## src/rtl/eac_pkg.sv

```systemverilog
`default_nettype none
package eac_pkg;
    // Register offsets in the processor I/O window of this block
    localparam logic [1:0] EAC_OFS_ADDR_LOW = 2'h0;
    localparam logic [1:0] EAC_OFS_ADDR_HIGH = 2'h1;
    localparam logic [1:0] EAC_OFS_DATA = 2'h2;
    localparam logic [1:0] EAC_OFS_CONTROL = 2'h3;

    // Control register field positions and the high address bit
    localparam int EAC_BIT_READ = 0;
    localparam int EAC_BIT_WRITE = 1;
    localparam int EAC_BIT_MASTER = 2;
    localparam int EAC_BIT_IRQ_EN = 3;
    localparam int EAC_BIT_ADDR_HIGH = 8;

    // Storage geometry
    localparam int EAC_ADDR_W = 9;
    localparam int EAC_DATA_W = 8;
    localparam int EAC_DEPTH = 512;

    // Clock and timing
    localparam int EAC_CLK_HZ = 100_000_000;
    localparam int EAC_OSC_HZ = 1_000_000;
    localparam int EAC_OSC_DIV = EAC_CLK_HZ / EAC_OSC_HZ;
    localparam int EAC_DIV_W = 7;
    localparam int EAC_WRITE_TICKS = 8448;
    localparam real EAC_WRITE_TIME_MS = 8.5;
    localparam int EAC_WRITE_CYCLES = EAC_WRITE_TICKS * EAC_OSC_DIV;
    localparam int EAC_TICK_W = 14;
    localparam logic [2:0] EAC_MASTER_CYCLES = 3'h4;
    localparam logic [2:0] EAC_WRITE_STALL = 3'h2;
    localparam logic [2:0] EAC_READ_STALL = 3'h4;

    // Processor I/O request, one per cycle
    typedef struct packed {
        logic wr;
        logic rd;
        logic [1:0] addr;
        logic [7:0] wdata;
    } eac_io_req_s;

    // Complete state of the controller
    typedef struct packed {
        logic [2:0] sync;
        logic supply;
        logic [EAC_ADDR_W-1:0] addr;
        logic [EAC_DATA_W-1:0] data;
        logic rie;
        logic mwe;
        logic [2:0] mwe_cnt;
        logic wstrobe;
        logic [EAC_DATA_W-1:0] wr_data;
        logic stall;
        logic [2:0] stall_cnt;
        logic [EAC_DIV_W-1:0] div_cnt;
        logic [EAC_TICK_W-1:0] tick_cnt;
        logic irq;
        logic [7:0] rdata;
        logic osc_run;
        logic pd_ok;
    } eac_state_s;

    localparam eac_state_s EAC_STATE_RST = '0;
endpackage
`default_nettype wire

```

## src/rtl/eac_controller.sv

```systemverilog
// Behaviour
// - Reserved address and control bits read zero
// - Nine-bit address picks one of 512 bytes
// - Data register feeds writes, receives reads
// - Ready interrupt held while write strobe clear
// - Master write enable self-clears after four cycles
// - Strobe without master enable is ignored
// - Strobe within four cycles starts write
// - No storage write during flash programming
// - Write strobe stays set until write done
// - Write lasts 8448 ticks of 1 MHz
// - Write start stalls processor two cycles
// - Read fetches byte, stalls four cycles
// - Busy write blocks reads and address changes
// - Write continues through power-down sleep
// - Write survives reset while supply holds
// - Registers sit in processor I/O space
`default_nettype none
module eac_controller
    import eac_pkg::*;
#(
    parameter int unsigned WRITE_TICKS = EAC_WRITE_TICKS,
    parameter int unsigned OSC_DIV = EAC_OSC_DIV
)(
    input wire logic core_clk,
    input wire logic rst,
    input wire eac_io_req_s io_req,
    input wire logic global_irq_enable,
    input wire logic self_program_enable,
    input wire logic sleep_powerdown,
    input wire logic supply_ok,
    output logic [7:0] io_rdata,
    output logic cpu_stall,
    output logic ready_irq,
    output logic osc_run,
    output logic powerdown_ok
);

    ////////////////////////////////////////////////////////////////////////
    // State and storage

    eac_state_s q;
    eac_state_s next_q;
    eac_state_s norm;
    logic [EAC_DATA_W-1:0] mem [EAC_DEPTH];
    logic ctrl_wr;
    logic wr_start;
    logic rd_accept;
    logic tick;
    logic done;
    logic keep_write;
    logic commit;

    // Readback mux; unused upper bits stay zero
    function automatic logic [7:0] read_mux(input eac_state_s s,
                                            input logic [1:0] ofs);
        logic [7:0] v;
        v = 8'h00;
        case (ofs)
            EAC_OFS_ADDR_LOW: v = s.addr[7:0];
            EAC_OFS_ADDR_HIGH: v = {7'h00, s.addr[EAC_BIT_ADDR_HIGH]};
            EAC_OFS_DATA: v = s.data;
            EAC_OFS_CONTROL:
            begin
                v[EAC_BIT_IRQ_EN] = s.rie;
                v[EAC_BIT_MASTER] = s.mwe;
                v[EAC_BIT_WRITE] = s.wstrobe;
            end
            default: v = 8'h00;
        endcase
        return v;
    endfunction

    ////////////////////////////////////////////////////////////////////////
    // Request decode

    // I/O register decode
    // Control writes judge the master enable as it stood before them
    assign ctrl_wr = io_req.wr && io_req.addr == EAC_OFS_CONTROL;
    assign wr_start = ctrl_wr && io_req.wdata[EAC_BIT_WRITE] && q.mwe
                      && !q.wstrobe;
    assign rd_accept = ctrl_wr && io_req.wdata[EAC_BIT_READ]
                       && !q.wstrobe && !wr_start;
    assign tick = q.wstrobe
                  && q.div_cnt == EAC_DIV_W'(OSC_DIV - 1);
    assign done = tick && !self_program_enable
                  && q.tick_cnt == EAC_TICK_W'(WRITE_TICKS - 1);
    // reset spares a write only with good supply
    assign keep_write = q.wstrobe && q.supply;
    assign commit = done && (!rst || keep_write);

    ////////////////////////////////////////////////////////////////////////
    // Next state

    always_comb
    begin
        norm = q;
        // Supply pin: three flops, change taken when last two agree
        norm.sync = {q.sync[1:0], supply_ok};
        if (q.sync[2] == q.sync[1])
        begin
            norm.supply = q.sync[2];
        end
        if (q.mwe_cnt != 3'h0)
        begin
            norm.mwe_cnt = q.mwe_cnt - 3'h1;
        end
        if (q.stall_cnt != 3'h0)
        begin
            norm.stall_cnt = q.stall_cnt - 3'h1;
        end
        if (io_req.wr)
        begin
            case (io_req.addr)
                EAC_OFS_ADDR_LOW:
                begin
                    if (!q.wstrobe)
                    begin
                        norm.addr[7:0] = io_req.wdata;
                    end
                end
                EAC_OFS_ADDR_HIGH:
                begin
                    if (!q.wstrobe)
                    begin
                        norm.addr[EAC_BIT_ADDR_HIGH] = io_req.wdata[0];
                    end
                end
                EAC_OFS_DATA: norm.data = io_req.wdata;
                EAC_OFS_CONTROL:
                begin
                    norm.rie = io_req.wdata[EAC_BIT_IRQ_EN];
                    // Writing zero leaves a pending master enable alone
                    if (io_req.wdata[EAC_BIT_MASTER])
                    begin
                        norm.mwe_cnt = EAC_MASTER_CYCLES;
                    end
                end
                default: norm.data = q.data;
            endcase
        end
        if (wr_start)
        begin
            norm.wstrobe = 1'b1;
            norm.wr_data = q.data;
            norm.div_cnt = '0;
            norm.tick_cnt = '0;
            norm.stall_cnt = EAC_WRITE_STALL;
        end
        if (rd_accept)
        begin
            norm.data = mem[q.addr];
            norm.stall_cnt = EAC_READ_STALL;
        end
        if (q.wstrobe)
        begin
            norm.div_cnt = tick ? '0 : q.div_cnt + EAC_DIV_W'(1);
            if (tick && !self_program_enable)
            begin
                norm.tick_cnt = q.tick_cnt + EAC_TICK_W'(1);
            end
        end
        if (done)
        begin
            norm.wstrobe = 1'b0;
        end
        norm.mwe = norm.mwe_cnt != 3'h0;
        norm.stall = norm.stall_cnt != 3'h0;
        norm.irq = norm.rie && global_irq_enable && !norm.wstrobe;
        // oscillator kept alive by a write, sleep or not
        norm.osc_run = norm.wstrobe;
        norm.pd_ok = sleep_powerdown && !norm.wstrobe;
        norm.rdata = io_req.rd ? read_mux(q, io_req.addr) : 8'h00;

        next_q = norm;
        if (rst)
        begin
            next_q = EAC_STATE_RST;
            next_q.sync = norm.sync;
            // Supply keeps tracking in reset, so a dying write is dropped
            next_q.supply = norm.supply;
            if (keep_write)
            begin
                next_q.addr = q.addr;
                next_q.wr_data = q.wr_data;
                next_q.wstrobe = norm.wstrobe;
                next_q.div_cnt = norm.div_cnt;
                next_q.tick_cnt = norm.tick_cnt;
                next_q.osc_run = norm.wstrobe;
            end
        end
    end

    ////////////////////////////////////////////////////////////////////////
    // Registers

    always_ff @(posedge core_clk)
    begin
        q <= next_q;
    end

    always_ff @(posedge core_clk)
    begin
        if (commit)
        begin
            mem[q.addr] <= q.wr_data;
        end
    end

    // Outputs are plain flops of the state
    assign io_rdata = q.rdata;
    assign cpu_stall = q.stall;
    assign ready_irq = q.irq;
    assign osc_run = q.osc_run;
    assign powerdown_ok = q.pd_ok;
endmodule
`default_nettype wire

```

## config.mk

```make
export PLATFORM = sky130hd
export DESIGN_NAME = eac_controller
export DESIGN_NICKNAME = d
export VERILOG_FILES = /design/src/rtl/eac_pkg.sv /design/src/rtl/eac_controller.sv
export SDC_FILE = /design/constraint.sdc
export NUM_CORES = 2
export LEC_CHECK = 0
export BUFFER_PORTS_ARGS = -buffer_cell sky130_fd_sc_hd__buf_4
export CAP_MARGIN = 10
export CORE_MARGIN = 2
export CORE_UTILIZATION = 45
export CTS_CLUSTER_SIZE = 28
export DETAILED_ROUTE_END_ITERATION = 6
export PLACE_DENSITY_LB_ADDON = 0.08
export SETUP_SLACK_MARGIN = 0.5
export SLEW_MARGIN = 25
export SYNTH_ARGS = -nofsm -noshare
export SYNTH_HDL_FRONTEND = slang
export SYNTH_SLANG_ARGS = --single-unit
```

## constraint.sdc

```tcl
create_clock -name core_clk -period 23.8 [get_ports core_clk]
set_input_delay 2.38 -clock core_clk [delete_from_list [all_inputs] [get_ports core_clk]]
set_output_delay 2.38 -clock core_clk [all_outputs]
set_load 0.005 [all_outputs]
```

Yosys cells after proc, flatten, opt, wreduce, memory -nomap -nowiden
Memory sizes are Yosys's and may differ from the RTL's. Cells that the tools add are included.

Flip-flop bits (word level): 71. Bits in latches: 0. Bits in writable memories: 4096. Bits in read-only memories: 0. Memories kept: 1.

$add $sub $neg: 4. $mul: 0. Div/mod/pow operators: 0. Order comparisons: 0. Equality and inequality tests: 8. Shift-type cells: 0. Multiplexer cells: 32. Bitwise operators: 1. Reduce and logical (&&, ||, !) cells: 37.

Memory list: mem (depth 512, width 8, rd ports 1, clocked after Yosys merged registers in 0, write ports 1, RTL line eac_controller.sv:45) `logic [EAC_DATA_W-1:0] mem [EAC_DEPTH];`.

Operators with widths (count): $mux 67 (1); $mux 21 (2); $mux 8 (5); $mux 9 (3); $mux 24 (1); $mux 18 (1); $mux 3 (6); $logic_and 1x1->1 (15); $add 14x1->14 const B (1); $eq 14x14->1 const B (1); $mux 14 (1); $pmux 3 s4 (1); $reduce_bool 2->1 (6); $reduce_bool 3->1 (4); $mux 1 (8); $pmux 4 s2 (1); $reduce_and 4->1 (2); $add 7x1->7 const B (1); $eq 7x7->1 const B (1); $mux 7 (1); $sub 3x1->3 const B (2); $logic_not 1->1 (5); $eq 2x2->1 const B (2); $ne 2x2->1 const B (2); 8 further kinds (9).

Depth between registers and ports, before layout
Word-level depth: 10. Mapped depth: 15. Gate-level depth less buffers: 9.

Worst setup path before layout
OpenSTA, ideal clock, no wires.

Path type: register to register. From: register q[36] (netlist name). To: memory mem[0][0], data pin. Arrival time: 6158 ps. Slack: 16207 ps. Stages on the path, launching flop included: 1. Path buffers: 0. Clock period less this slack: 7593 ps. Path through: edfxtp_1.

RTL lines: start: declaration (RTL line eac_controller.sv:42) `eac_state_s q;`; start signal: assignment (RTL line eac_controller.sv:199) `q <= next_q;`; end: declaration (RTL line eac_controller.sv:45).

No word-level cell before the write port.

Worst setup path in the final report
From: register q[58] (netlist name). To: register q[52] (netlist name).

Longest elaborated chain between the ends: 2.

Ends and longest elaborated chain: $mem_v2 512x8; $mux 8 (RTL line eac_controller.sv:150) `if (rd_accept)`.

Every way passes these cells. A chain may end at the register's enable or synchronous reset.

==> flow_summary_export.csv <==
group,metric,value,unit
floorplan,fp-row-count,220,
logic_synthesis,yosysMostFrequentCell,"edfxtp_1",
sta,grt_setup_unrepaired,"false",
sta,drv_slew,0,
worst_setup_path,path_max_fanout,76,
logic_synthesis,syn-instance-count,7658,
sta,finalCritPeriodShare,0.277,
grt,grt.overflow.total,0,
place,dp_hpwl,285,mm
logic_synthesis,synth_seq_area_share,0.771,
floorplan,ios,30,
logic_synthesis,synthSimpleGateAreaFrac,0.0275,
place,pre_cts_ws,16630,ps
logic_synthesis,synth.distinct_cells,63,
worst_setup_path,crit_chain,"buf_12 > buf_4 > buf_12 > buf_4 > mux4_2 > mux2i_1 > nor2_1 > a2111oi_2 > nand3_1 > nor3_1 > a31oi_1",
grt,grt_max_degree,168,
cts,insertion_delay,980,ps
worst_setup_path,r2r_cells,11,
grt,antenna_found_initial,26,
grt,grt_pass1_vias,79800,
logic_synthesis,syn_area_per_cell,21.1,um2
detailed_routing,wl_per_cell,36.1,um
worst_setup_path,reg2reg_slack,17200,ps
logic_synthesis,synth_compound_area_frac,0.0231,
hold_path,hold_class,"reg2reg",
logic_synthesis,synth_top_family_by_area,"multiplexers",
sta,setup_ws,17200,ps
grt,grt_usage,0.257,
floorplan,dieArea,364000,um2
floorplan,initial_core_util,0.451,
cts,cts_sinks,4166,
sta,hold_viol_final,0,
worst_setup_path,timing.rr.end,"q[52]",
cts,cts_tree,"built",
hold_path,holdCritStartpoint,"norm[69]",
sta,setup_viol,0,
logic_synthesis,synth_commonest_cells,"edfxtp_1, mux4_2, nor2_1",
cts,clockRootBuffer,"clkbuf_16",
detailed_routing,viasPerCell,6.12,
logic_synthesis,synthAdderAreaFrac,0.000542,
logic_synthesis,synthMuxAreaShare,0.164,
worst_setup_path,slowest_stage,"nor3_1",
cts,cts_buffers,435,
worst_setup_path,worstPathRequired,24590,ps
worst_setup_path,reg2reg_from,"q[58]",
cts,h-tree-depth,5,
sta,finalSetupTns,0,ps
job,drv_cap,0,
grt,grt_pass1_wl,653,mm
worst_setup_path,setup.worst_path.class,"reg2reg",
logic_synthesis,synth_top_flop_cell,"edfxtp_1",
detailed_routing,drc,0,
sta,min_period,6600,ps
detailed_routing,drt_iter0_markers,9697,
worst_setup_path,critPathTopFamily,"buffers and inverters",
cts,path_clk_slew,60,ps
worst_setup_path,critPathArrivalTime,7380,ps
cts,cts_resized,0,
floorplan,coreArea,358000,um2
logic_synthesis,synth.area.top_cells,"edfxtp_1, mux4_2, mux2i_1",
finish,syn2layout_area_growth,13.0,%
worst_setup_path,critPathBufInv,4,
sta,fin_skew,45.4,ps
detailed_routing,antenna_left,0,
sta,slew_headroom,0.216,
place,port_buffers,29,
finish,fin_nets,7898,
worst_setup_path,slowest_delay,760,ps
run_status,status,"complete, no violations",
floorplan,chipWidth,603,um
logic_synthesis,yosys_warnings,0,
logic_synthesis,syn_area,162000,um2
cts,post-cts-setup-buffers,0,
detailed_routing,first_pass_iters,5,
logic_synthesis,synthArstFlopShare,0,
logic_synthesis,yosysTopAreaCell,"edfxtp_1",
detailed_routing,wl,471,mm
detailed_routing,vias,79900,
logic_synthesis,synthXorXnorAreaFrac,0.000596,
sta,worst_pin_slew,1170,ps
logic_synthesis,synth_top_cell_area_share,0.764,
logic_synthesis,ys_ff_latch,4166,
hold_path,holdPathStages,0,
logic_synthesis,syn-num-nets,7683,
cts,holdBufCountCts,0,
hold_path,min_to,"norm[70]",
place,gp_congestion,0.848,
sta,fmax,152,MHz
pwr,power.density,88.2,nW/um2
floorplan,die_y,603,um
cts,clk_path_buf_depth,4,
finish,drive_gt1_frac,0.239,
pwr,p_leak,56.3,nW
logic_synthesis,synth_edf_count,4114,
worst_setup_path,end_kind,"flip-flop",
pwr,ir_drop,0.0625,mV
worst_setup_path,startpoint_type,"flip-flop",
## registers in the layout, summed over array words and instances (netlist names)
register	flops
cpu_stall	1
powerdown_ok	1
q	56
mem	4096
osc_run	1
ready_irq	1
io_rdata	8
norm	2
## power breakdown
part | internal, mW | leakage (nW) | switching [mW] | total (mW)
combinational | 0.345 | 11.4 | 0.709 | 1.05
clock | 4.09 | 7.08 | 2.88 | 6.97
sequential | 8.08 | 37.8 | 0.00715 | 8.09
total | 12.5 | 56.3 | 3.59 | 16.1
## layout make-up
type                            instances  area, um2
Fill cell                           28500     176000
Sequential cell                      4166     125000
Multi-Input combinational cell       3005      35200
Clock buffer                          503      11300
Tap cell                             4773       5970
Clock inverter                        301       3310
Timing Repair Buffer                  250       2140
Antenna cell                           36       90.1
Inverter                               15       63.8
## per-stage QoR
| stage | instances | total power, mW | area (um2) | utilization | hold WS, ps |
|---|---|---|---|---|---|
| final | 13000 | 16.1 | 183000 | 0.510 | 327 |
| after global routing | 13000 | 16.5 | 183000 | 0.510 | 331 |
| after CTS | 13000 | 16.2 | 182000 | 0.509 | 330 |
| after detailed placement | 12200 | 9.30 | 168000 | 0.469 | 316 |
| after global placement | 12200 | 9.30 | 168000 | 0.468 | 314 |
| after floorplan | 7658 | 8.89 | 162000 | - | 310 |
## cells in the final DEF (no fill, tap or decap), drive strengths merged, types with 15 or more instances in the layout
cell type and n:
a21oi 84, a221oi 25, a22oi 167, a31oi 17
and2 17, and3 26, buf 250, bufinv 64
clkbuf 503, clkinv 200, clkinvlp 27, dfxtp 52
diode 36, edfxtp 4114, inv 25, mux2 30
mux2i 409, mux4 977, nand2 138, nand2b 15
nand3 84, nand4 26, nor2 626, nor2b 17
nor3 16, nor4 15, o211ai 24, o21ai 75
o22ai 65
## how the worst max path moves through the flow
| stage | cells past startpoint | to | startpoint |
|---|---|---|---|
| 4_1_cts | 11 | q[52] | q[58] |
| 6_report | 11 | q[52] | q[58] |
| 5_1_grt | 11 | q[52] | q[58] |
| 3_3_place_gp | 12 | q[52] | q[58] |
| 3_5_place_dp | 7 | mem[238][2] | rst |
| 2_1_floorplan | 0 | mem[0][0] | q[36] |
## cell families (layout without fill, tap and decap cells)
family                     after synthesis  count (layout)
other                                    0              36
and+or+nand+nor                       1023            1023
DFF                                   4166            4166
muxes                                 1416            1416
adders and majority gates                7               7
buffers and inverters                  487            1069
xor gates and xnor gates                11              11
AOI/OAI and AO/OA                      548             548
## routing by layer
layer	share of wire	global-route usage
met4	0.035	0.0800
met2	0.48	0.415
met1	0.41	0.365
met3	0.068	0.0366
met5	0.000091	0
Power figures use the tool's default switching activity.
